$ cat config.mk
export PLATFORM = sky130hd
export DESIGN_NAME = config_startup_sequencer
export DESIGN_NICKNAME = d
export VERILOG_FILES = /design/src/hw/cfg_seq_pkg.sv /design/src/hw/edge_sync_if.sv /design/src/hw/config_startup_sequencer.sv /design/src/hw/pin_sync.sv
export SDC_FILE = /design/constraint.sdc
export NUM_CORES = 1
export LEC_CHECK = 0
export BUFFER_PORTS_ARGS = -buffer_cell sky130_fd_sc_hd__clkbuf_2
export CAP_MARGIN = 40
export CORE_MARGIN = 2
export CORE_UTILIZATION = 48
export DETAILED_ROUTE_END_ITERATION = 6
export PLACE_DENSITY = 0.8
export SETUP_SLACK_MARGIN = 0.1
export SYNTH_ARGS = -nofsm -noshare
export SYNTH_HDL_FRONTEND = slang
export SYNTH_SLANG_ARGS = --single-unit
$ cat constraint.sdc
create_clock -name clk_in -period 2 [get_ports clk_in]
set_input_delay 0.1 -clock clk_in [delete_from_list [all_inputs] [get_ports clk_in]]
set_output_delay 0.1 -clock clk_in [all_outputs]
set_load 0.005 [all_outputs]
$ cat src/hw/cfg_seq_pkg.sv
// Constants and types shared by the configuration start-up sequencer.
// Assumes a single 250 MHz system clock and synchronous active-high reset.
package cfg_seq_pkg;
	localparam logic [2:0] phase_done_wait    = 3'h7;
	localparam logic [2:0] phase_no_wait      = 3'h7;
	localparam logic [2:0] done_phase_default = 3'h4;
	localparam logic [2:0] tri_phase_default  = 3'h5;
	localparam logic [2:0] we_phase_default   = 3'h6;
	localparam logic [2:0] last_phase         = 3'h7;
	localparam logic [1:0] clk_sel_config     = 2'h0;
	localparam logic [1:0] clk_sel_fabric     = 2'h1;
	localparam logic [1:0] clk_sel_test       = 2'h2;
	localparam logic [1:0] rate_3mhz          = 2'h0;
	localparam logic [1:0] rate_6mhz          = 2'h1;
	localparam logic [1:0] rate_12mhz         = 2'h2;
	localparam logic [1:0] rate_25mhz         = 2'h3;
	localparam logic [2:0] mode_slave_par     = 3'h6;
	localparam logic [2:0] mode_test          = 3'h5;
	localparam logic [2:0] mode_slave_serial  = 3'h7;
	localparam logic [31:0] max_chain_bits    = 32'hffffffe0;
	localparam int          clk_mhz           = 250;
	localparam int          clear_cycles      = 16;
	typedef enum logic [2:0] {st_clear, st_init_wait, st_load, st_startup, st_user}
		cfg_state_t;
endpackage

$ cat src/hw/edge_sync_if.sv
// Carrier between the sequencer and its synchroniser instances.
// Assumes both ends share clk_in.
`timescale 1ns/1ps
`default_nettype none
interface edge_sync_if;
	logic level;
	logic rise;
	modport src (output level, output rise);
	modport dst (input level, input rise);
endinterface
`default_nettype wire

$ cat src/hw/config_startup_sequencer.sv
// Configuration sequencer: clearing, loading and programmable start-up.
// Assumes external pull-ups on the open-drain init and done lines, and
// that the pins and alternative clocks are asynchronous to clk_in.
`timescale 1ns/1ps
`default_nettype none
module config_startup_sequencer
	import cfg_seq_pkg::*;
#(
	parameter int CLEAR_CYCLES = clear_cycles,
	parameter int LOCK_WIDTH   = 4
) (
	input  wire logic                  clk_in,
	input  wire logic                  rst_in,
	input  wire logic                  program_request_n_in,
	input  wire logic                  init_status_n_in,
	output logic                       init_status_n_out,
	output logic                       init_status_n_oe_n_out,
	input  wire logic                  config_done_in,
	output logic                       config_done_out,
	output logic                       config_done_oe_n_out,
	input  wire logic                  config_clock_in,
	input  wire logic                  fabric_clock_source_in,
	input  wire logic                  tck_in,
	input  wire logic                  load_complete_in,
	input  wire logic                  crc_error_in,
	input  wire logic [2:0]            mode_select_in,
	input  wire logic [1:0]            startup_clock_select_in,
	input  wire logic [1:0]            oscillator_rate_select_in,
	input  wire logic [2:0]            done_phase_in,
	input  wire logic [2:0]            tristate_release_phase_in,
	input  wire logic [2:0]            write_enable_phase_in,
	input  wire logic [2:0]            lock_wait_phase_in,
	input  wire logic [LOCK_WIDTH-1:0] lock_wait_mask_in,
	input  wire logic [LOCK_WIDTH-1:0] clock_manager_locked_in,
	input  wire logic                  fabric_set_reset_in,
	input  wire logic                  fabric_tristate_in,
	input  wire logic                  capture_request_in,
	input  wire logic                  readback_request_in,
	input  wire logic [31:0]           chain_bit_count_in,
	output logic                       global_set_reset_out,
	output logic                       global_output_tristate_out,
	output logic                       global_write_enable_sig_out,
	output logic [1:0]                 oscillator_rate_select_out,
	output logic                       capture_strobe_out,
	output logic                       readback_enable_out,
	output logic                       chain_length_error_out,
	output logic [2:0]                 startup_phase_out,
	output logic                       configured_out
);
	// ********************************************************
	// Input synchronisers
	// ********************************************************
	edge_sync_if prog_s ();
	edge_sync_if init_s ();
	edge_sync_if done_s ();
	edge_sync_if cclk_s ();
	edge_sync_if uclk_s ();
	edge_sync_if tck_s ();

	pin_sync #(.RESET_VAL(1'b1)) u_prog (.clk_in(clk_in), .rst_in(rst_in),
		.pin_in(program_request_n_in), .sync(prog_s));
	pin_sync #(.RESET_VAL(1'b0)) u_init (.clk_in(clk_in), .rst_in(rst_in),
		.pin_in(init_status_n_in), .sync(init_s));
	pin_sync #(.RESET_VAL(1'b0)) u_done (.clk_in(clk_in), .rst_in(rst_in),
		.pin_in(config_done_in), .sync(done_s));
	pin_sync #(.RESET_VAL(1'b0)) u_cclk (.clk_in(clk_in), .rst_in(rst_in),
		.pin_in(config_clock_in), .sync(cclk_s));
	pin_sync #(.RESET_VAL(1'b0)) u_uclk (.clk_in(clk_in), .rst_in(rst_in),
		.pin_in(fabric_clock_source_in), .sync(uclk_s));
	pin_sync #(.RESET_VAL(1'b0)) u_tck (.clk_in(clk_in), .rst_in(rst_in),
		.pin_in(tck_in), .sync(tck_s));

	logic [LOCK_WIDTH-1:0] lock_meta;
	logic [LOCK_WIDTH-1:0] lock_sync;
	logic                  crc_meta;
	logic                  crc_sync;
	logic                  load_meta;
	logic                  load_sync;

	always_ff @(posedge clk_in) begin
		if (rst_in) begin
			lock_meta <= '0;
			lock_sync <= '0;
			crc_meta  <= 1'b0;
			crc_sync  <= 1'b0;
			load_meta <= 1'b0;
			load_sync <= 1'b0;
		end else begin
			lock_meta <= clock_manager_locked_in;
			lock_sync <= lock_meta;
			crc_meta  <= crc_error_in;
			crc_sync  <= crc_meta;
			load_meta <= load_complete_in;
			load_sync <= load_meta;
		end
	end

	// ********************************************************
	// Decode
	// ********************************************************
	cfg_state_t state;
	cfg_state_t next_state;
	logic [2:0] phase;
	logic [2:0] next_phase;
	localparam int CNT_W = $clog2(CLEAR_CYCLES + 1);
	logic [CNT_W-1:0] clear_cnt;
	logic       prog_low_seen;
	logic       tri_released;
	logic       we_released;
	logic       done_released;
	logic       gsr_pulse;
	logic       crc_fault;
	logic [1:0] rate;

	wire start_tick = (startup_clock_select_in == clk_sel_fabric) ? uclk_s.rise :
		(startup_clock_select_in == clk_sel_test) ? tck_s.rise : cclk_s.rise;
	wire locks_ok    = &(lock_sync | ~lock_wait_mask_in);
	wire lock_stall  = (lock_wait_phase_in != phase_no_wait) &&
		(phase == lock_wait_phase_in) && !locks_ok;
	wire tri_hit     = (tristate_release_phase_in == phase_done_wait) ? done_s.level :
		(phase >= tristate_release_phase_in);
	wire we_hit      = (write_enable_phase_in == phase_done_wait) ? done_s.level :
		(phase >= write_enable_phase_in);
	wire done_hit    = (phase >= done_phase_in);
	wire clear_end   = (clear_cnt == CNT_W'(CLEAR_CYCLES));
	wire program_rel = prog_low_seen && prog_s.level;
	wire in_user     = (state == st_user);
	wire rb_mode     = (mode_select_in == mode_slave_par) || (mode_select_in == mode_test);

	// ********************************************************
	// Sequencer
	// ********************************************************
	always_comb begin
		next_state = state;
		next_phase = phase;
		case (state)
			st_clear: begin
				if (clear_end) begin
					next_state = st_init_wait;
				end
			end
			st_init_wait: begin
				if (init_s.level) begin
					next_state = st_load;
				end
			end
			st_load: begin
				if (load_sync && !crc_fault) begin
					next_state = st_startup;
					next_phase = '0;
				end
			end
			st_startup: begin
				if (start_tick && !lock_stall) begin
					if (phase == last_phase) begin
						if (tri_released && we_released) begin
							next_state = st_user;
						end
					end else begin
						next_phase = phase + 3'h1;
					end
				end
			end
			st_user: begin
				next_state = st_user;
			end
			default: begin
				next_state = st_clear;
			end
		endcase
		if (!prog_s.level) begin
			next_state = st_clear;
			next_phase = '0;
		end
	end

	always_ff @(posedge clk_in) begin
		if (rst_in) begin
			state <= st_clear;
			phase <= '0;
		end else begin
			state <= next_state;
			phase <= next_phase;
		end
	end

	always_ff @(posedge clk_in) begin
		if (rst_in || state != st_clear || !prog_s.level) begin
			clear_cnt <= '0;
		end else if (!clear_end) begin
			clear_cnt <= clear_cnt + 1'b1;
		end
	end

	always_ff @(posedge clk_in) begin
		if (rst_in || program_rel) begin
			prog_low_seen <= 1'b0;
		end else if (!prog_s.level) begin
			prog_low_seen <= 1'b1;
		end
	end

	// ********************************************************
	// Start-up releases
	// ********************************************************
	always_ff @(posedge clk_in) begin
		if (rst_in || !prog_s.level || state == st_clear) begin
			done_released <= 1'b0;
			tri_released  <= 1'b0;
			we_released   <= 1'b0;
			gsr_pulse     <= 1'b0;
		end else if (state == st_startup && start_tick && !lock_stall) begin
			done_released <= done_released | done_hit;
			tri_released  <= tri_released | tri_hit;
			we_released   <= we_released | (tri_released & we_hit);
			gsr_pulse     <= (phase == '0);
		end else begin
			gsr_pulse     <= 1'b0;
		end
	end

	always_ff @(posedge clk_in) begin
		if (rst_in || state == st_clear) begin
			crc_fault <= 1'b0;
		end else if (crc_sync && state == st_load) begin
			crc_fault <= 1'b1;
		end
	end

	always_ff @(posedge clk_in) begin
		if (rst_in || state == st_clear) begin
			rate <= rate_3mhz;
		end else if (state == st_load && load_sync) begin
			rate <= oscillator_rate_select_in;
		end
	end

	always_ff @(posedge clk_in) begin
		if (rst_in) begin
			capture_strobe_out     <= 1'b0;
			chain_length_error_out <= 1'b0;
		end else begin
			capture_strobe_out     <= in_user && capture_request_in;
			chain_length_error_out <= (mode_select_in == mode_slave_serial) &&
				(chain_bit_count_in > max_chain_bits);
		end
	end

	// ********************************************************
	// Outputs
	// ********************************************************
	wire init_low = (state == st_clear) || crc_fault;
	assign init_status_n_out           = 1'b0;
	assign init_status_n_oe_n_out      = ~init_low;
	assign config_done_out             = 1'b0;
	assign config_done_oe_n_out        = done_released;
	assign global_set_reset_out        = !tri_released || gsr_pulse ||
		(we_released && fabric_set_reset_in);
	assign global_output_tristate_out  = !tri_released ||
		(we_released && fabric_tristate_in);
	assign global_write_enable_sig_out = we_released;
	assign oscillator_rate_select_out  = rate;
	assign readback_enable_out         = in_user && rb_mode && readback_request_in;
	assign startup_phase_out           = phase;
	assign configured_out              = in_user;
endmodule
`default_nettype wire

$ cat src/hw/pin_sync.sv
// Two-flop synchroniser with rising-edge detect on the synchronised level.
// Assumes clk_in is the sampling clock and rst_in is synchronous.
`timescale 1ns/1ps
`default_nettype none
module pin_sync #(
	parameter logic RESET_VAL = 1'b0
) (
	input  wire logic clk_in,
	input  wire logic rst_in,
	input  wire logic pin_in,
	edge_sync_if.src  sync
);
	logic meta;
	logic stable;
	logic prev;

	always_ff @(posedge clk_in) begin
		if (rst_in) begin
			meta   <= RESET_VAL;
			stable <= RESET_VAL;
			prev   <= RESET_VAL;
		end else begin
			meta   <= pin_in;
			stable <= meta;
			prev   <= stable;
		end
	end

	assign sync.level = stable;
	assign sync.rise  = stable & ~prev;
endmodule
`default_nettype wire
# Yosys cells after proc, flatten, opt, wreduce, memory -nomap -nowiden
# Index checks and enable logic that the tools add are counted.
[word_totals]
ramBits = 0
word_cells = 129
output_inout_bits = 16
n_memories = 0
latchBits = 0
input_bits = 73
reg_bits = 47
mem_bits_ro = 0
[classes]
order_cmp = 4
n_addsub = 2
bitwise_logic = 15
multipliers = 0
shifts = 0
n_eq_ne = 22
muxes = 15
div_mod_pow = 0
reduce_logical = 39
[ops]
columns = ["cell", "n"]
rows = [
  ["32-bit greater-than comparator, second input constant", 1],
  ["3-bit two-way mux", 9],
  ["3-bit == test, second input constant", 7],
  ["1-bit logical AND", 15],
  ["3-bit one-hot mux with 5 select lines", 1],
  ["2-bit != test, second input constant", 6],
  ["1-bit logical OR", 10],
  ["3-bit >= comparator", 3],
  ["4-bit AND reduction", 2],
  ["3-bit by 2-bit == test with 1-bit output, second input constant", 2],
  ["3-bit zero test", 2],
  ["1-bit inverter", 6],
  ["3-bit one-hot mux with 2 select lines", 1],
  ["6-bit AND reduction", 1],
  ["5-bit by 1-bit adder with 5-bit output, second input constant", 1],
  ["5-bit == test, second input constant", 1],
  ["1-bit zero test", 5],
  ["1-bit bitwise AND", 4],
  ["1-bit two-way mux", 4],
  ["4-bit inverter", 1],
  ["4-bit bitwise OR", 1],
  ["2-bit OR reduction", 2],
  ["3-bit by 1-bit adder with 3-bit output, second input constant", 1],
  ["3-bit by 1-bit == test with 1-bit output, second input constant", 1],
  ["other kinds (8)", 10],
]

# Depth between registers and ports, before layout
# Gate-level depths: netlist of run 1.
[logic_depth]
depth_word = 9
ltp_mapped = 7
depth_no_buf = 7

# Modules after synthesis
# From an unflattened synthesis of run 1, not the netlist that was laid out.
[unflattened]
cells_unflattened = 245
hier_area_um2 = 2312.2
[modules_own_cells]
columns = ["module", "n_inst", "cells_per_inst", "area_each_um2"]
rows = [
  ["config_startup_sequencer", 1, 203, 1789.2],
  ["pin_sync at u_cclk ...", 5, 7, 87.6],
  ["pin_sync at u_prog", 1, 7, 85.1],
]

# Least setup slack after synthesis of run 1
# Ideal clock, no wire load.
[synth_timing]
path_kind = "flip-flop to flip-flop"
startpoint = "register phase[1] (netlist: startup_phase_out[1])"
endpoint = "register phase[2] (netlist: startup_phase_out[2])"
synth_period_minus_slack_ns = 1.718
arrival_time_ns = 1.601
path_stages_with_launch = 6
path_slack_ns = 0.282
path_cell_list = "dfxtp_1 -> ha_1 -> ha_1 -> nor4_1 -> o22ai_1 -> a32o_1"
[synth_between]
elab_chain_cells = 7
word_cells_on_any_way = 13
classes_between = "1 x add/sub; 4 x eq/ne; 3 x mux; 5 x reduce/logical"
[synth_rtl]
columns = ["element", "line_no", "source"]
rows = [
  ["start: declaration", "config_startup_sequencer.sv:103", "logic [2:0] phase;"],
  ["start signal: assignment", "config_startup_sequencer.sv:183", "phase <= next_phase;"],
  ["parallel branches: the longest is 7 deep, another holds 3-bit by 1-bit adder with 3-bit output", "--", ""],
]
# Several ways; the timed one is not identified. The select of a mux whose other input is x is not followed.
# A chain may end at the register's enable or synchronous reset.

# Final worst setup path of run 1
[layout_timing]
startpoint = "register phase[1] (netlist: startup_phase_out[1])"
endpoint = "register phase[0] (netlist: startup_phase_out[0])"
[layout_between]
elab_chain_cells = 7
word_cells_on_any_way = 9
classes_between = "4 x eq/ne; 5 x reduce/logical"
[layout_rtl]
columns = ["element", "line_no", "source"]
rows = [
  ["3-bit == test", "config_startup_sequencer.sv:119", "(phase == lock_wait_phase_in) && !locks_ok;"],
  ["1-bit logical AND", "config_startup_sequencer.sv:118", "wire lock_stall = (lock_wait_phase_in != phase_no_wait) &&"],
  ["1-bit logical AND", "config_startup_sequencer.sv:119", ""],
  ["1-bit zero test", "config_startup_sequencer.sv:154", "if (start_tick && !lock_stall) begin"],
  ["1-bit logical AND", "config_startup_sequencer.sv:154", ""],
  ["2-bit != test (no source line)", "--", ""],
  ["4-bit AND reduction (no source line) *", "--", ""],
]
# Mark *: on every way between the ends. The rest lies on a longest branch, timed or not.

==> flow_metrics.env, run 1 <==
export IMPL_outcome="complete, no violations"
export IMPL_synth_most_common_cell="dfxtp_1"
export IMPL_yosys_top_cells_area="dfxtp_1 (44%), nor2b_1 (9.6%), ha_1 (8.1%)"
export IMPL_p_clk_share_pct=32.9
export IMPL_synthMuxAreaShare_pct=0
export IMPL_core_area_um2=4350
export IMPL_syn_avg_cell_area_um2=8.89
export IMPL_slew_viol_final=0
export IMPL_synth_common_cells="dfxtp_1 (47), nor2b_1 (33), nand2_1 (18), inv_1 (17), nor2_1 (16)"
export IMPL_grt_start_max_net_pins=34
export IMPL_drc=0
export IMPL_ioPinCount=89
export IMPL_diodes=0
export IMPL_final_area_um2=2810
export IMPL_dp_cells=377
export IMPL_startpoint_type="register"
export IMPL_synth_compound_area_share_pct=10.8
export IMPL_synth_xor_area_share_pct=2.43
export IMPL_leakage_nw=1.32
export IMPL_grt_pass1_vias=1884
export IMPL_yosysTopAreaCell="dfxtp_1"
export IMPL_crit_top_cell="ha_1"
export IMPL_synth_async_reset_ratio_pct=0
export IMPL_place_congestion=0.799
export IMPL_synth_top_family_by_area="simple AND/OR/NAND/NOR gates"
export IMPL_initial_utilization_pct=49.6
export IMPL_synth_edf_count=0
export IMPL_drtIter0Drc=61
export IMPL_drv_cap=0
export IMPL_power_share_switching_pct=23.5
export IMPL_switchingPower_uw=406
export IMPL_final_util_pct=64.5
export IMPL_path_cells="ha_1 -> ha_1 -> nor4_2 -> buf_4 -> o32ai_2 -> a41o_1"
export IMPL_cts_root_buf="clkbuf_8"
export IMPL_cts_sinks=47
export IMPL_power_density_nw_per_um2=616
export IMPL_clock_fmax_mhz=583
export IMPL_rsz0062_at_grt="no"
export IMPL_vias=1906
export IMPL_rows=24
export IMPL_drive_above_1_share_pct=30.5
export IMPL_setup_tns_ns=0
export IMPL_mappedNetlistArea_um2=2160
export IMPL_final_cells=393
export IMPL_clk_path_buf_depth=2
export IMPL_netlist_area_leader_share_pct=43.5
export IMPL_numPortBuffers=86
export IMPL_worstHoldPathType="input pin to register"
export IMPL_cts_clk_slew_worst_paths_ns=0.09
export IMPL_hpwl_um=3420
export IMPL_synthAdderAreaFrac_pct=8.11
export IMPL_crit_arrival_ns=1.92
export IMPL_hold_violations=0
export IMPL_first_pass_iters=4
export IMPL_wl_per_cell_um=11.3
export IMPL_track_usage_pct=18.9
export IMPL_die_h_um=71.1
export IMPL_chipWidth_um=71.1
export IMPL_post_cts_setup_buffers=0
export IMPL_path_class="register to register"
export IMPL_ys_seq_area_share_pct=43.5
export IMPL_final_period_utilization_pct=85.7
export IMPL_seqPwrFrac_pct=56.4
export IMPL_cts_buffers=5
export IMPL_fin_skew_ns=0.00590
export IMPL_grt_ovfl_total=0
export IMPL_reg2regPathDepth=6
export IMPL_ys_flop_type="dfxtp_1"
export IMPL_synthSimpleGateAreaFrac_pct=30.0
export IMPL_die_area_um2=5050
export IMPL_crit_required_ns=2.20
export IMPL_critical_path_endpoint_type="register"
export IMPL_avgViaCountPerCell=4.85
export IMPL_finalCriticalPeriod_ns=1.71
export IMPL_whs_ns=0.00218
export IMPL_final_nets=427
export IMPL_slew_headroom_pct=58.4
export IMPL_slowest_delay_ns=0.41
export IMPL_ctsHtreeMaxLevel=2
export IMPL_slowest_stage="dfxtp_1"
export IMPL_tightest_slew_ns=0.619
export IMPL_cp_max_fo=8
export IMPL_placed_area_um2=2630
export IMPL_yosys_cell_types_count=49
export IMPL_ir_drop_v=0.000462
export IMPL_clk_latency_ns=0.30
export IMPL_setup_viol=0
export IMPL_wl_um=4420
export IMPL_syn_instance_count=243
export IMPL_grt_pass1_wl_um=7640
export IMPL_hold_path_depth=2
export IMPL_antenna_left=0
export IMPL_cts_tree="yes"
export IMPL_yosysWarnings=0
export IMPL_antenna_found_initial=0
export IMPL_combPwrFrac_pct=10.7
export IMPL_p_int_mw=1.32
export IMPL_syn_to_final_growth_pct=30.0
export IMPL_ys_seq_elements=47
## sequential cells by signal, indices dropped and copies added (netlist names), 2 cells and up
| register | cells |
|---|---|
| clear_cnt | 5 |
| lock_meta | 4 |
| lock_sync | 4 |
| oscillator_rate_select_out | 2 |
| startup_phase_out | 3 |
| state | 3 |
## cells by family (layout without fill, tap and decap cells)
logic type / Yosys count / in the layout
XOR/XNOR: 6 / 6
other: 1 / 2
buffers and inverters: 24 / 121
AND/OR/NAND/NOR: 116 / 116
adder cells (fa/ha/maj): 14 / 14
flip-flops: 47 / 47
AO/OA/AOI/OAI: 35 / 35
## path summary, 6_finish.rpt
kind,slack [ns],endpoint,from
max,0.29,startup_phase_out[0],startup_phase_out[1]
max reg2reg,0.29,startup_phase_out[0],startup_phase_out[1]
min,0.002,lock_meta[2],clock_manager_locked_in[2]
min reg2reg,0.42,u_prog.sync.level,u_prog.meta
## worst max-delay path: cells and delay by family, from the launching register on
family,cells,cell delay [ns]
buffers and inverters,1,0.17
adder cells (fa/ha/maj),2,0.46
AO/OA/AOI/OAI,2,0.25
AND/OR/NAND/NOR,1,0.32
flip-flops,1,0.41
## per-stage QoR
stage / power (mW) / worst slack [ns]
global route: 1.82 / 0.170
finish: 1.73 / 0.286
detailed placement: 1.17 / 0.251
CTS: 1.75 / 0.247
floorplan: 1.08 / 0.282
global placement: 1.16 / 0.308
## power groups by stage
stage | clock, mW | combinational, mW | sequential [mW]
finish | 0.569 | 0.185 | 0.976
global route | 0.631 | 0.211 | 0.980
detailed placement | 0 | 0.172 | 0.998
floorplan | 0 | 0.0892 | 0.994
global placement | 0 | 0.165 | 0.996
CTS | 0.590 | 0.183 | 0.976
## timing repair
| item | in CTS | in global routing |
|---|---|---|
| hold buffers | 7 | 1 |
| endpoints found under the hold margin | 7 | 1 |
| setup endpoints to repair | 0 | 2 |
| resized for setup | 0 | 2 |
## layout by cell type, fill, tap and decap left out, types with 2 or more instances in the layout
cell type      count
clkbuf_2          86
dfxtp_1           46
nor2b_1           33
nand2_1           18
inv_1             17
nor2_1            16
ha_1              14
nand3_1            9
a21oi_1            9
o21ai_0            9
dlygate4sd3_1      8
nor3_1             7
nand4_1            6
nand2b_1           5
clkbuf_8           5
xor2_1             4
nor4_1             3
or2_2              3
or3_1              2
xnor2_1            2
o21ai_1            2
and3_1             2
a32o_1             2
conb_1             2
buf_4              2
## routing by layer
layer	vias to the layer above	track usage (%)	wire length, µm
met5	-	0	0
met4	0	4.19	27
met3	3	5.41	180
met2	39	36.4	2400
met1	840	20.1	1820
li1	1024	-	-
## final cells by class
class | count | area, µm²
Fill cell | 348 | 1550
Multi-Input combinational cell | 173 | 1120
Sequential cell | 47 | 942
Timing Repair Buffer | 96 | 526
Clock buffer | 6 | 72.6
Tap cell | 52 | 65.1
Inverter | 17 | 63.8
Clock inverter | 2 | 16.3
(Power assumes the default switching activity.)
==> run 2: changes to the inputs <==
--- a/config.mk
+++ b/config.mk
@@ -8,9 +8,10 @@
 export BUFFER_PORTS_ARGS = -buffer_cell sky130_fd_sc_hd__clkbuf_2
 export CAP_MARGIN = 40
 export CORE_MARGIN = 2
-export CORE_UTILIZATION = 48
+export CORE_UTILIZATION = 39
 export DETAILED_ROUTE_END_ITERATION = 6
-export PLACE_DENSITY = 0.8
+export GPL_TIMING_DRIVEN = 0
+export PLACE_DENSITY = 0.67
 export SETUP_SLACK_MARGIN = 0.1
 export SYNTH_ARGS = -nofsm -noshare
 export SYNTH_HDL_FRONTEND = slang
==> run 2 against run 1 <==
Wire length is 6.7% lower. Clock power is 5.1% higher. Worst setup slack worse by 0.090 ns. First-iteration DRC count is 33% lower. Largest power group unchanged. Count of clock-buffer cells in the layout is 1 lower. Final cell count is 6.9% higher. Core utilization is 11 points lower. Hold slack better by 0.014 ns. Die area is 22% higher. Combinational power is 2% higher. Sequential power hardly changed.
==> flow_metrics.env, run 2 (same netlist as run 1, synthesis figures left out) <==
export IMPL_reg_largest_list="clear_cnt: 5 flops, lock_meta: 4 flops, lock_sync: 4 flops"
export IMPL_tightest_slew_ns=0.583
export IMPL_wl_per_cell_um=9.83
export IMPL_setup_tns_ns=0
export IMPL_rows=27
export IMPL_antenna_found_initial=0
export IMPL_slew_viol_final=0
export IMPL_core_area_um2=5440
export IMPL_wl_um=4130
export IMPL_critical_path_top_delay_family="simple AND/OR/NAND/NOR gates"
export IMPL_finalCriticalPeriod_ns=1.80
export IMPL_grt_ovfl_total=0
export IMPL_die_area_um2=6150
export IMPL_hpwl_um=3280
export IMPL_slew_headroom_pct=60.8
export IMPL_ctsHtreeMaxLevel=2
export IMPL_final_cells=420
export IMPL_grt_start_max_net_pins=18
export IMPL_nFillCells=512
export IMPL_path_cells="inv_1 -> ha_1 -> nor2_1 -> a21oi_1 -> or3b_2 -> o21ai_0 -> o31ai_1"
export IMPL_path_depth=7
export IMPL_cp_max_fo=6
export IMPL_antenna_left=0
export IMPL_reg2regPathDepth=7
export IMPL_drc=0
export IMPL_critical_path_endpoint_type="register"
export IMPL_final_cell_mix="clkbuf_2 (86), dfxtp_1 (47), nor2b_1 (33)"
export IMPL_regMostFlops="clear_cnt"
export IMPL_worstHoldPathType="input pin to register"
export IMPL_vias=1940
export IMPL_critPathLaunch="startup_phase_out[0]"
export IMPL_fin_skew_ns=0.00926
export IMPL_cts_root_buf="clkbuf_8"
export IMPL_final_nets=434
export IMPL_clk_latency_ns=0.31
export IMPL_drv_cap=0
export IMPL_grt_pass1_vias=1784
export IMPL_slowest_stage="dfxtp_1"
export IMPL_die_h_um=78.4
export IMPL_ioPinCount=89
export IMPL_leakage_nw=1.35
export IMPL_initial_utilization_pct=39.7
export IMPL_clock_fmax_mhz=554
export IMPL_cts_clk_slew_worst_paths_ns=0.09
export IMPL_cp_num_buf_inv=1
export IMPL_numPortBuffers=86
export IMPL_cts_buffers=5
export IMPL_clk_path_buf_depth=2
export IMPL_first_pass_iters=4
export IMPL_crit_required_ns=2.20
export IMPL_setup_viol=0
export IMPL_syn_to_final_growth_pct=34.0
export IMPL_outcome="complete, no violations"
export IMPL_avgViaCountPerCell=4.62
export IMPL_dp_cells=402
export IMPL_crit_end="global_write_enable_sig_out"
export IMPL_drtIter0Drc=41
export IMPL_rsz0062_at_grt="no"
export IMPL_cts_tree="yes"
export IMPL_grt_pass1_wl_um=7220
export IMPL_track_usage_pct=14.3
export IMPL_hold_violations=0
export IMPL_r2r_slack_ns=0.20
export IMPL_largest_register_ffs=5
export IMPL_chipWidth_um=78.4
export IMPL_rr_endpoint="global_write_enable_sig_out"
export IMPL_startpoint_type="register"
export IMPL_final_period_utilization_pct=90.2
export IMPL_ir_drop_v=0.000533
export IMPL_drive_above_1_share_pct=30.5
export IMPL_power_density_nw_per_um2=609
export IMPL_diodes=0
export IMPL_slowest_delay_ns=0.45
export IMPL_r2r_start="startup_phase_out[0]"
export IMPL_final_common_cell="clkbuf_2"
export IMPL_place_congestion=0.712
export IMPL_crit_arrival_ns=2.01
export IMPL_path_class="register to register"
export IMPL_cts_sinks=47
run 2: worst min path at each step:
stage                          from            endpoint  depth (start not counted)  slack (ns)
4_1_cts            load_complete_in           load_meta                          2       0.009
6_report           load_complete_in           load_meta                          2        0.02
2_1_floorplan                rst_in   u_uclk.sync.level                          1        0.17
5_1_grt          capture_request_in  capture_strobe_out                          2        0.02
3_3_place_gp   program_request_n_in         u_prog.meta                          2        0.29
3_5_place_dp   program_request_n_in         u_prog.meta                          2        0.29
run 2: layout make-up:
| cell class | count | area (µm²) | share of cell area, % |
|---|---|---|---|
| multi-input cells | 173 | 1130 | 39.1 |
| plain buffers | 7 | 42.5 | 1.47 |
| clock inverters | 3 | 26.3 | 0.908 |
| repair buffers | 96 | 531 | 18.3 |
| inverters | 17 | 63.8 | 2.20 |
| clock buffers | 5 | 68.8 | 2.38 |
| well taps | 72 | 90.1 | 3.11 |
| flip-flops and latches | 47 | 941 | 32.5 |
run 2: worst register-to-register path: stages, from the launching register on:
cell and delay [ns]:
dfxtp_1 0.45, inv_1 0.18, ha_1 0.31, nor2_1 0.10, a21oi_1 0.07, or3b_2 0.43
o21ai_0 0.09, o31ai_1 0.08
run 2: through the flow:
stage / hold WS, ns / setup WS [ns] / total power [mW] / instance area [µm²] / utilization (%)
3_5_place_dp: 0.288 / 0.0747 / 1.17 / 2690 / 49.4
3_3_place_gp: 0.289 / 0.0920 / 1.17 / 2690 / 49.4
5_1_grt: 0.0243 / 0.104 / 1.85 / 2900 / 53.2
4_1_cts: 0.00901 / 0.167 / 1.78 / 2890 / 53.1
6_report: 0.0167 / 0.196 / 1.76 / 2900 / 53.2
2_1_floorplan: 0.172 / 0.282 / 1.08 / 2160 / -
run 2: power by group:
part           internal, mW  switching, mW  leakage (nW)
sequential            0.964         0.0116         0.385
combinational         0.114         0.0753         0.915
clock                 0.257          0.341        0.0491
run 2: routing by layer:
layer / up-vias / global-route usage [%] / routed length (µm)
met5: - / 0 / 0
met4: 0 / 3.68 / 39
met3: 4 / 3.79 / 225
met2: 49 / 25.5 / 2010
met1: 853 / 17.1 / 1850
li1: 1034 / - / -
run 2: timing repair:
| action | 4_1_cts | 5_1_grt |
|---|---|---|
| hold buffers | 10 | 0 |
| endpoints found under the hold margin | 10 | 0 |
| endpoints found under the setup margin | 2 | 1 |
| resized for setup | 1 | 1 |
| pin swaps | 0 | 0 |
| setup buffers | 0 | 0 |
